$ cat config.mk
export PLATFORM = sky130hd
export DESIGN_NAME = tir_top
export DESIGN_NICKNAME = d
export VERILOG_FILES = /design/src/rtl/tir_pkg.sv /design/src/rtl/tir_sync.sv /design/src/rtl/tir_fifo.sv /design/src/rtl/tir_top.sv
export VERILOG_INCLUDE_DIRS = /design/src /design/src/rtl
export SDC_FILE = /design/constraint.sdc
export NUM_CORES = 1
export LEC_CHECK = 0
export ABC_CLOCK_PERIOD_IN_PS = 2500
export BUFFER_PORTS_ARGS = -buffer_cell sky130_fd_sc_hd__buf_2
export CORE_MARGIN = 2
export CORE_UTILIZATION = 40
export DETAILED_ROUTE_END_ITERATION = 7
export GPL_TIMING_DRIVEN = 0
export PLACE_DENSITY = 0.57
export SETUP_SLACK_MARGIN = 0.02
export SLEW_MARGIN = 25
export SYNTH_ARGS = -nofsm -noshare
export SYNTH_HDL_FRONTEND = slang
export SYNTH_HIERARCHICAL = 1
export SYNTH_SLANG_ARGS = --single-unit
$ cat constraint.sdc
create_clock -name sys_clk -period 2.5 [get_ports sys_clk]
set_input_delay 0.25 -clock sys_clk [delete_from_list [all_inputs] [get_ports sys_clk]]
set_output_delay 0.25 -clock sys_clk [all_outputs]
set_load 0.005 [all_outputs]
$ cat src/rtl/tir_defines.svh
// tir_defines.svh: offsets-free constants of the tap instruction path
// assumes inclusion by bare name from the package and tir_top
`ifndef TIR_DEFINES_SVH
`define TIR_DEFINES_SVH

`define TIR_IR_LEN 7
`define TIR_IR_CAPTURE 7'h01
`define TIR_OP_BYPASS 7'h7f
`define TIR_OP_EXTEST 7'h00
`define TIR_OP_SAMPLE 7'h01
`define TIR_OP_IDCODE 7'h02
`define TIR_OP_CLAMP 7'h04
`define TIR_OP_HIGHZ 7'h08
`define TIR_ID_LEN 32
`define TIR_BSR_LEN 8
`define TIR_FIFO_DEPTH 32
`define TIR_SYNC_W 4

`endif

$ cat src/rtl/tir_pkg.sv
// tir_pkg: types shared by the tap instruction path
// assumes tir_defines.svh on the include path
`default_nettype none
`include "tir_defines.svh"

package tir_pkg;

  // gray codes along the usual walk of the tap controller
  typedef enum logic [3:0] {
    TIR_TLR = 4'h0,
    TIR_RTI = 4'h1,
    TIR_SELDR = 4'h3,
    TIR_CAPDR = 4'h2,
    TIR_SHDR = 4'h6,
    TIR_EX1DR = 4'h7,
    TIR_PDR = 4'h5,
    TIR_EX2DR = 4'h4,
    TIR_UPDR = 4'hc,
    TIR_SELIR = 4'hd,
    TIR_CAPIR = 4'hf,
    TIR_SHIR = 4'he,
    TIR_EX1IR = 4'ha,
    TIR_PIR = 4'hb,
    TIR_EX2IR = 4'h9,
    TIR_UPIR = 4'h8
  } tir_state_e;

  typedef enum logic [1:0] {
    TIR_DR_BYPASS = 2'h0,
    TIR_DR_IDCODE = 2'h1,
    TIR_DR_BSR = 2'h2
  } tir_dr_e;

  typedef struct packed {
    tir_state_e st;
    logic [`TIR_IR_LEN-1:0] ir_sr;
    logic [`TIR_IR_LEN-1:0] ir;
    logic [`TIR_BSR_LEN-1:0] bsr_sr;
    logic [`TIR_BSR_LEN-1:0] bsr_upd;
    logic [`TIR_ID_LEN-1:0] id_sr;
    logic byp;
    logic tdo;
    logic tdo_oe;
    logic tck_d;
  } tir_top_s;

endpackage

`default_nettype wire

$ cat src/rtl/tir_sync.sv
// tir_sync: two-stage synchroniser for the tap pins
// assumes asynchronous inputs, one sys_clk domain
`default_nettype none

module tir_sync #(
  parameter int W = 4
) (
  input wire logic sys_clk,
  input wire logic rst_n,
  input wire logic [W-1:0] async_in,
  input wire logic [W-1:0] rst_val,
  output logic [W-1:0] sync_out
);

  typedef struct packed {
    logic [W-1:0] s1;
    logic [W-1:0] s2;
  } tir_sync_s;

  tir_sync_s r;
  tir_sync_s next_r;

  always_comb
  begin
    next_r = r;
    next_r.s1 = async_in;
    next_r.s2 = r.s1;
  end

  // reset constant comes from a tied port, so stages clear to zero and it is applied by an xor at the output
  always_ff @(posedge sys_clk or negedge rst_n)
  begin
    if (!rst_n)
      r <= '0;
    else
      r <= next_r;
  end

  assign sync_out = r.s2 ^ rst_val;

endmodule

`default_nettype wire

$ cat src/rtl/tir_fifo.sv
// tir_fifo: synchronous fifo with valid/ready on both sides
// assumes one clock; depth a power of two
`default_nettype none

module tir_fifo #(
  parameter int W = 8,
  parameter int DEPTH = 32
) (
  input wire logic sys_clk,
  input wire logic rst_n,
  input wire logic in_valid,
  input wire logic [W-1:0] in_data,
  output logic in_ready,
  output logic out_valid,
  output logic [W-1:0] out_data,
  input wire logic out_ready
);

  localparam int AW = $clog2(DEPTH);

  typedef struct packed {
    logic [DEPTH-1:0][W-1:0] mem;
    logic [AW:0] wr;
    logic [AW:0] rd;
  } tir_fifo_s;

  tir_fifo_s r;
  tir_fifo_s next_r;
  logic full;
  logic empty;

  assign empty = (r.wr == r.rd);
  assign full = (r.wr[AW-1:0] == r.rd[AW-1:0]) && (r.wr[AW] != r.rd[AW]);
  assign in_ready = !full;
  assign out_valid = !empty;
  assign out_data = r.mem[r.rd[AW-1:0]];

  always_comb
  begin
    next_r = r;
    if (in_valid && !full)
    begin
      next_r.mem[r.wr[AW-1:0]] = in_data;
      next_r.wr = r.wr + {{AW{1'b0}}, 1'b1};
    end
    if (out_ready && !empty)
      next_r.rd = r.rd + {{AW{1'b0}}, 1'b1};
  end

  always_ff @(posedge sys_clk or negedge rst_n)
  begin
    if (!rst_n)
      r <= '0;
    else
      r <= next_r;
  end

endmodule

`default_nettype wire

$ cat src/rtl/tir_top.sv
// tir_top: tap controller, instruction register and decode, public data registers
// assumes tap pins asynchronous to sys_clk, tck well below sys_clk/4
`default_nettype none
`include "tir_defines.svh"

module tir_top #(
  parameter logic [31:0] ID_CODE = 32'h0000_0001 // arbitrary value, lsb fixed at one
) (
  input wire logic sys_clk,
  input wire logic rst_n,
  input wire logic tck,
  input wire logic tms,
  input wire logic tdi,
  input wire logic trst_n,
  output logic tdo,
  output logic tdo_oe,
  input wire logic [`TIR_BSR_LEN-1:0] core_out,
  output logic [`TIR_BSR_LEN-1:0] pin_out,
  output logic pin_hiz,
  input wire logic smp_valid,
  input wire logic [`TIR_BSR_LEN-1:0] smp_data,
  output logic smp_ready,
  output logic [`TIR_IR_LEN-1:0] ir_current,
  output logic test_reset
);

  tir_pkg::tir_top_s r;
  tir_pkg::tir_top_s next_r;
  logic [`TIR_SYNC_W-1:0] pins_s;
  logic tck_s;
  logic tms_s;
  logic tdi_s;
  logic trst_s_n;
  logic rise;
  logic fall;
  logic fifo_valid;
  logic [`TIR_BSR_LEN-1:0] fifo_data;
  logic fifo_pop;
  tir_pkg::tir_dr_e dr_sel;

  // next tap state from tms
  function automatic tir_pkg::tir_state_e next_tap(input tir_pkg::tir_state_e s, input logic m);
    tir_pkg::tir_state_e n;
    n = tir_pkg::TIR_TLR;
    case (s)
      tir_pkg::TIR_TLR: n = m ? tir_pkg::TIR_TLR : tir_pkg::TIR_RTI;
      tir_pkg::TIR_RTI: n = m ? tir_pkg::TIR_SELDR : tir_pkg::TIR_RTI;
      tir_pkg::TIR_SELDR: n = m ? tir_pkg::TIR_SELIR : tir_pkg::TIR_CAPDR;
      tir_pkg::TIR_CAPDR: n = m ? tir_pkg::TIR_EX1DR : tir_pkg::TIR_SHDR;
      tir_pkg::TIR_SHDR: n = m ? tir_pkg::TIR_EX1DR : tir_pkg::TIR_SHDR;
      tir_pkg::TIR_EX1DR: n = m ? tir_pkg::TIR_UPDR : tir_pkg::TIR_PDR;
      tir_pkg::TIR_PDR: n = m ? tir_pkg::TIR_EX2DR : tir_pkg::TIR_PDR;
      tir_pkg::TIR_EX2DR: n = m ? tir_pkg::TIR_UPDR : tir_pkg::TIR_SHDR;
      tir_pkg::TIR_UPDR: n = m ? tir_pkg::TIR_SELDR : tir_pkg::TIR_RTI;
      tir_pkg::TIR_SELIR: n = m ? tir_pkg::TIR_TLR : tir_pkg::TIR_CAPIR;
      tir_pkg::TIR_CAPIR: n = m ? tir_pkg::TIR_EX1IR : tir_pkg::TIR_SHIR;
      tir_pkg::TIR_SHIR: n = m ? tir_pkg::TIR_EX1IR : tir_pkg::TIR_SHIR;
      tir_pkg::TIR_EX1IR: n = m ? tir_pkg::TIR_UPIR : tir_pkg::TIR_PIR;
      tir_pkg::TIR_PIR: n = m ? tir_pkg::TIR_EX2IR : tir_pkg::TIR_PIR;
      tir_pkg::TIR_EX2IR: n = m ? tir_pkg::TIR_UPIR : tir_pkg::TIR_SHIR;
      tir_pkg::TIR_UPIR: n = m ? tir_pkg::TIR_SELDR : tir_pkg::TIR_RTI;
      default: n = tir_pkg::TIR_TLR;
    endcase
    return n;
  endfunction

  // data register chosen by an opcode
  function automatic tir_pkg::tir_dr_e decode_dr(input logic [`TIR_IR_LEN-1:0] op);
    tir_pkg::tir_dr_e d;
    d = tir_pkg::TIR_DR_BYPASS;
    if (op == `TIR_OP_EXTEST || op == `TIR_OP_SAMPLE)
      d = tir_pkg::TIR_DR_BSR;
    else if (op == `TIR_OP_IDCODE)
      d = tir_pkg::TIR_DR_IDCODE;
    else if (op == `TIR_OP_BYPASS || op == `TIR_OP_CLAMP || op == `TIR_OP_HIGHZ)
      d = tir_pkg::TIR_DR_BYPASS;
    return d;
  endfunction

  // pins sampled by two flops; trst_n enters inverted so a cleared stage reads as released
  tir_sync #(
    .W(`TIR_SYNC_W)
  ) u_sync (
    .sys_clk(sys_clk),
    .rst_n(rst_n),
    .async_in({tck, tms, tdi, ~trst_n}),
    .rst_val(4'h1),
    .sync_out(pins_s)
  );

  assign tck_s = pins_s[3];
  assign tms_s = pins_s[2];
  assign tdi_s = pins_s[1];
  assign trst_s_n = pins_s[0];

  // boundary sample words queued by the core side
  tir_fifo #(
    .W(`TIR_BSR_LEN),
    .DEPTH(`TIR_FIFO_DEPTH)
  ) u_fifo (
    .sys_clk(sys_clk),
    .rst_n(rst_n),
    .in_valid(smp_valid),
    .in_data(smp_data),
    .in_ready(smp_ready),
    .out_valid(fifo_valid),
    .out_data(fifo_data),
    .out_ready(fifo_pop)
  );

  assign rise = tck_s && !r.tck_d;
  assign fall = !tck_s && r.tck_d;
  assign dr_sel = decode_dr(r.ir);
  // no pop while test reset blocks the capture that would use the word
  assign fifo_pop = rise && trst_s_n && r.st == tir_pkg::TIR_CAPDR && dr_sel == tir_pkg::TIR_DR_BSR
    && fifo_valid;

  always_comb
  begin
    next_r = r;
    next_r.tck_d = tck_s;
    if (!trst_s_n)
    begin
      next_r.st = tir_pkg::TIR_TLR;
      next_r.ir = `TIR_OP_IDCODE;
      next_r.tdo_oe = 1'b0;
    end
    else
    begin
      if (rise)
      begin
        case (r.st)
          tir_pkg::TIR_CAPIR: next_r.ir_sr = `TIR_IR_CAPTURE;
          tir_pkg::TIR_SHIR: next_r.ir_sr = {tdi_s, r.ir_sr[`TIR_IR_LEN-1:1]};
          tir_pkg::TIR_CAPDR:
          begin
            if (dr_sel == tir_pkg::TIR_DR_BYPASS)
              next_r.byp = 1'b0;
            else if (dr_sel == tir_pkg::TIR_DR_IDCODE)
              next_r.id_sr = ID_CODE;
            else
              next_r.bsr_sr = fifo_valid ? fifo_data : core_out;
          end
          tir_pkg::TIR_SHDR:
          begin
            if (dr_sel == tir_pkg::TIR_DR_BYPASS)
              next_r.byp = tdi_s;
            else if (dr_sel == tir_pkg::TIR_DR_IDCODE)
              next_r.id_sr = {tdi_s, r.id_sr[`TIR_ID_LEN-1:1]};
            else
              next_r.bsr_sr = {tdi_s, r.bsr_sr[`TIR_BSR_LEN-1:1]};
          end
          default: next_r.st = r.st;
        endcase
        next_r.st = next_tap(r.st, tms_s);
      end
      if (fall)
      begin
        case (r.st)
          tir_pkg::TIR_TLR: next_r.ir = `TIR_OP_IDCODE;
          tir_pkg::TIR_UPIR: next_r.ir = r.ir_sr;
          tir_pkg::TIR_UPDR:
          begin
            if (dr_sel == tir_pkg::TIR_DR_BSR)
              next_r.bsr_upd = r.bsr_sr;
          end
          default: next_r.ir = r.ir;
        endcase
        if (r.st == tir_pkg::TIR_SHIR)
        begin
          next_r.tdo = r.ir_sr[0];
          next_r.tdo_oe = 1'b1;
        end
        else if (r.st == tir_pkg::TIR_SHDR)
        begin
          if (dr_sel == tir_pkg::TIR_DR_BYPASS)
            next_r.tdo = r.byp;
          else if (dr_sel == tir_pkg::TIR_DR_IDCODE)
            next_r.tdo = r.id_sr[0];
          else
            next_r.tdo = r.bsr_sr[0];
          next_r.tdo_oe = 1'b1;
        end
        else
          next_r.tdo_oe = 1'b0;
      end
    end
  end

  always_ff @(posedge sys_clk or negedge rst_n)
  begin
    if (!rst_n)
    begin
      r <= '0;
      r.st <= tir_pkg::TIR_TLR;
      r.ir <= `TIR_OP_IDCODE;
    end
    else
      r <= next_r;
  end

  // cells drive pins under extest and clamp; highz floats the outputs
  always_comb
  begin
    if (r.ir == `TIR_OP_EXTEST || r.ir == `TIR_OP_CLAMP)
      pin_out = r.bsr_upd;
    else
      pin_out = core_out;
  end

  assign pin_hiz = (r.ir == `TIR_OP_HIGHZ);
  assign tdo = r.tdo;
  assign tdo_oe = r.tdo_oe;
  assign ir_current = r.ir;
  assign test_reset = (r.st == tir_pkg::TIR_TLR);

endmodule

`default_nettype wire

### Word level (Yosys, flattened, before mapping)

Index checks and enable logic that the tools add are counted.

| storage, ports and cells | value |
|---|---|
| register bits after elaboration | 346 |
| input bits | 23 |
| output and inout bits | 20 |
| word-level logic and storage cells | 167 |

| cells by class | value |
|---|---|
| $add $sub $neg | 2 |
| $lt $le $gt $ge | 3 |
| eq/ne operators | 32 |
| muxes and demuxes | 47 |
| bitwise gates (word level) | 2 |
| reduce and logical (&&, ||, !) cells | 35 |

Operators with widths:

| kind | number |
|---|---|
| $bwmux W256 | 1 |
| $mux W32 | 4 |
| $pmux W33 S2 | 1 |
| $mux W8 | 8 |
| $pmux W4 S12 | 1 |
| $bmux W8 S5 | 1 |
| $demux W8 S5 | 1 |
| $eq A4 B4 Y1 const B | 8 |
| $pmux W7 S2 | 2 |
| $mux W4 | 5 |
| $eq A4 B3 Y1 const B | 4 |
| $pmux W8 S2 | 1 |
| $mux W7 | 2 |
| $reduce_and A7 Y1 | 2 |
| $add A6 B1 Y6 const B | 2 |
| $lt A5 B6 Y1 const B | 2 |
| $mux W1 | 12 |
| $ne A2 B2 Y1 const B | 6 |
| $mux W11 | 1 |
| $logic_and A1 B1 Y1 | 10 |
| $mux W2 | 5 |
| $reduce_bool A2 Y1 | 5 |
| $eq A4 B2 Y1 const B | 2 |
| $eq A7 B1 Y1 const B | 1 |
| other kinds (25) | 34 |

### Depth between registers and ports, before layout

| depth | value |
|---|---|
| depth in word-level cells | 10 |
| depth in mapped cells | 12 |
| mapped depth without buffers | 8 |

### Cells and area by module

Netlist, hierarchy kept.

Modules (own cells, without submodules):

| module | times used | cells an instance | area an instance (um^2) | seq. area each (um^2) |
|---|---|---|---|---|
| tir_fifo | 1 | 840 | 12659.6 | 6706.4 |
| tir_top | 1 | 350 | 3594.7 | 1752.9 |
| tir_sync | 1 | 12 | 235.2 | 200.2 |

### Worst setup path before layout

Ideal clock, no wire load.

| path | value |
|---|---|
| kind | flip-flop to flip-flop |
| start point | register u_fifo/r[1] (netlist name) |
| end point | register r[44] (netlist name) |
| library setup time | 0.125 ns |
| arrival | 2.303 ns |
| data required time | 2.375 ns |
| slack | 0.072 ns |
| cell stages (with the launch flop) | 10 |
| path buffers | 2 |
| period minus slack after synthesis | 2.428 ns |
| cells stage by stage | dfrtp_1 > buf_6 > buf_2 > mux4_2 > mux2_2 > a221oi_1 > nor2_1 > mux2i_1 > o21ai_0 > mux2_2 |

RTL lines:

| item | RTL line | RTL |
|---|---|---|
| start: declaration | tir_fifo.sv:27 | `tir_fifo_s r;` |
| start signal: assignment | tir_fifo.sv:55 | `r <= next_r;` |

### Worst setup path after layout

| path | value |
|---|---|
| start point | register r, in the netlist ir_current[5] |
| end point | output port pin_out[3] |

| between the ends | value |
|---|---|
| word-level cells in the longest chain between the ends | 3 |
| elaborated cells on any way between the ends | 4 |
| classes of those cells | eq/ne: 1; mux: 1; reduce/logical: 2 |

Ends and longest elaborated chain:

| item | RTL line | RTL |
|---|---|---|
| start: declaration | tir_top.sv:27 | `tir_pkg::tir_top_s r;` |
| start signal: assignment | tir_top.sv:199 | `r <= next_r;` |
| $eq A7 B3 Y1 (no line) or $logic_not A7 Y1 (tied branches) | n/a |  |
| $logic_or A1 B1 Y1 (no line) (*) | n/a |  |
| $mux W8 (*) | tir_top.sv:205 | `` if (r.ir == `TIR_OP_EXTEST \|\| r.ir == `TIR_OP_CLAMP) `` |
| end: declaration | tir_top.sv:18 | `` output logic [`TIR_BSR_LEN-1:0] pin_out, `` |

Every way passes the cells marked *; elsewhere a longest branch is shown, timed or not.

==> qor.yml <==
critical_path:
  worstPathRequired_ns: 2.25
  reg2reg_depth: 9
  crit_chain: "or3_4 -> or3_4 -> nor2_4 -> buf_12 -> mux2_2 -> buf_2"
  cp_slowest_cell: "or3_4"
  slowest_delay_ns: 0.41
  crit_start: "ir_current[5]"
  rr_endpoint: "r[48]"
  worst_ep_arrival_time_ns: 2.37
  r2r_start: "u_fifo/r[0]"
  crit_top_cell: "or3_4"
  start_kind: "flip-flop"
  critPathCaptureType: "output port"
  crit_type: "reg2out"
  rrSetupSlack_ns: -0.08
  crit_end: "pin_out[3]"
  critPathMaxFanout: 8
job:
  maxCapViolations: 0
logic_synthesis:
  synth_area_um2: 16500
  ys_types: 58
  synth-seq-cells: 346
  ys_warn_count: 6
  synth_edf_count: 0
  yosysSeqAreaShare_pct: 52.5
  async_reset_ff_share_pct: 100
  synth_flop_cell: "dfrtp_1"
  synth_cells: 1202
  avgSynthCellArea_um2: 13.7
sta:
  rsz0062_at_grt: "true"
  tightest_slew_ns: 0.905
  layout_setup_ws_ns: -0.125
  skew_ns: 0.0136
  hold_slack_ns: 0.0439
  hold_viol: 0
  min_period_ns: 2.62
  finalMaxSlewViolations: 0
  finalSetupViolations: 16
  fmax_mhz: 381
  max_slew_margin_pct: 39.5
  finalCritPeriodShare_pct: 105
cells_and_area:
  fin_nets: 1348
  finalInstanceArea_um2: 20000
  drive_above_1_share_pct: 47.3
  nFillCells: 3559
  synthToLayoutAreaGrowth_pct: 21.4
  antennaDiodeCount: 0
placed_design:
  io_buffers: 41
  detailed_place_hpwl_um: 27400
  dpl-instance-area_um2: 17500
  routabilityCongestion: 0.832
route:
  avgViaCountPerCell: 5.37
  antenna_left: 0
  drc: 0
  avgRoutedWirePerCell_um: 21.7
  initialDrtViolationCount: 518
  wl_um: 40800
  drt_pre_antenna_iters: 4
  vias: 10104
pwr:
  p_comb_share_pct: 25.9
  switching_share_pct: 28.7
  p_sw_mw: 5.69
  clockPowerShare_pct: 29.9
  power_density_nw_per_um2: 990
  seq_power_share_pct: 44.2
  internal_power_mw: 14.1
  p_leak_nw: 8.67
  peakVddDrop_v: 0.000440
cts:
  ctsRootBufferMaster: "clkbuf_16"
  path_clk_slew_ns: 0.06
  clock_sinks: 346
  cts_tree: "built"
  cts-buffers-inserted: 39
  cts_max_level: 2
  clk_latency_ns: 0.54
  cts_buffer_depth: 3
run_status:
  violations: "negative setup slack"
  status: "finished, violations left"
floorplan:
  pin_count: 43
  start_util_pct: 40.5
  die_w_um: 207
  core_area_um2: 40700
  fp-row-count: 74
  die_area_um2: 42900
  die_height_um: 207
global_routing:
  antenna_found_initial: 0
  grt_pass1_vias: 10593
  grt-ovfl-total: 0
  grt.total_usage_pct: 19.2
  grt_max_degree: 95
  grt_pass1_wl_um: 64200
min_path:
  hold_path.class: "in2reg"
## layer usage
layer	track usage (%)	share of wire, %
met5	0	0
met4	5.15	2.7
met3	3.52	4.4
met2	30.9	47
met1	26.8	46
## power by group through the flow
stage | sequential [mW] | clock, mW | combinational (mW)
final | 8.76 | 5.93 | 5.13
after global routing | 9.02 | 6.33 | 5.56
after CTS | 8.74 | 6.11 | 4.96
after detailed placement | 8.80 | 0 | 4.73
after global placement | 8.73 | 0 | 4.57
after floorplan | 8.47 | 0 | 3.61
## kinds of logic after synthesis
logic type,after synthesis,synth area share [%]
mux,412,31.2
buf+inv,134,3.69
simple gates,189,7.19
other cells,2,0.0455
xor+xnor,20,1.06
flops,346,52.5
compound gates,94,3.95
fa+ha+maj,5,0.379
## repair_timing
| item | CTS | global route |
|---|---|---|
| pin swaps | 17 | 31 |
| hold buffers | 5 | 0 |
| setup endpoints to repair | 86 | 219 |
| resized for setup | 122 | 56 |
| setup buffers | 11 | 13 |
| cloned | 3 | 0 |
| hold endpoints to repair | 53 | 0 |
## layout by cell type (no fill, tap or decap), types with 6 or more instances in the layout
cell       Yosys  layout
mux4_2        48      48
mux2_4         8      26
dfrtp_1      345     345
xnor2_1        9       9
nor3_1        13       8
nor2_2         8      12
o21ai_1        0       6
nand2b_1       9       8
clkinv_2       0      10
inv_1         44      43
clkbuf_8       0      12
nand2_1       55      51
mux2_2       300     282
xor2_1        11      11
buf_6          4       9
nor3_4        13      25
a211oi_2       0      15
buf_16         0       7
mux2i_1       56      53
clkbuf_1      48      44
o21ai_0       24      18
nand3b_1       9       9
a221oi_2       0       6
o221ai_1       9       6
nor2_1        22      14
buf_2         18      42
clkbuf_16      0      41
nand3_1        8       7
buf_12         0      19
nor2b_1       17      16
a22o_1         6       6
a21oi_1        8       8
buf_4         14      27
## through the flow
step / worst slack, ns / power, mW / std cells / util (%) / TNS (ns)
after floorplan: 0.0718 / 12.1 / 1204 / - / 0
after global placement: -5.63 / 13.3 / 1777 / 42.6 / -1941.75
after detailed placement: -0.854 / 13.5 / 1781 / 42.9 / -7.75
after CTS: -0.176 / 19.8 / 1869 / 48.1 / -1.73
after global routing: -0.203 / 20.9 / 1882 / 49.1 / -2.51
final: -0.125 / 19.8 / 1882 / 49.1 / -1.20
## cell usage after synthesis (all sizes together), types with 2 or more instances
cell	number	area, um2
nand4	4	25.0
inv	44	165
a21boi	3	22.5
or3	6	47.5
nor3b	3	22.5
ha	5	62.6
mux2i	56	561
a2111oi	2	17.5
mux2	308	3500
xnor2	9	78.8
and3	2	12.5
a21oi	8	40.0
nor3	38	397
o21ai	24	120
a221oi	8	70.1
nor2	30	133
a31oi	3	18.8
o221ai	9	78.8
buf	42	263
a211oi	16	120
o22ai	6	37.5
nand3	8	40.0
clkbuf	48	180
xor2	11	96.3
dfrtp	345	8630
a22o	6	52.6
nand3b	9	67.6
o211ai	2	15.0
mux4	48	1080
conb	2	7.51
nand2b	9	56.3
nand2	55	206
nor2b	17	106
## sequential cells by signal, indices dropped and copies added, names as in the netlist
name,count
u_sync/r,4
u_fifo/r,268
r,61
ir_current,7
u_sync/next_r,4
tdo_oe,1
tdo,1
## worst min-delay path by stage
| stage | from | end | depth (start not counted) | slack [ns] |
|---|---|---|---|---|
| global route | smp_data[6] | u_fifo/r[26] | 2 | 0.05 |
| floorplan | rst_n | ir_current[0] | 0 | -0.05 |
| global placement | u_sync/next_r[2] | u_sync/r[2] | 0 | 0.34 |
| finish | smp_data[6] | u_fifo/r[26] | 2 | 0.04 |
| CTS | smp_data[6] | u_fifo/r[26] | 2 | 0.04 |
| detailed placement | rst_n | r[20] | 1 | 0.19 |
## critical path: cells and delay by family, from the launching register on
kind / cells / cell delay, ns
and+or+nand+nor: 3 / 0.89
DFF: 1 / 0.38
muxes: 1 / 0.32
buffers and inverters: 2 / 0.26
## layout make-up
type | instances | area, um2 | area share, %
Clock buffer | 58 | 1210 | 6.05
Timing Repair Buffer | 77 | 787 | 3.93
Sequential cell | 346 | 8660 | 43.3
Multi-Input combinational cell | 724 | 7740 | 38.7
Clock inverter | 13 | 140 | 0.700
Tap cell | 532 | 666 | 3.33
Buffer | 88 | 641 | 3.20
Inverter | 44 | 165 | 0.825
(Power assumes the default switching activity.)
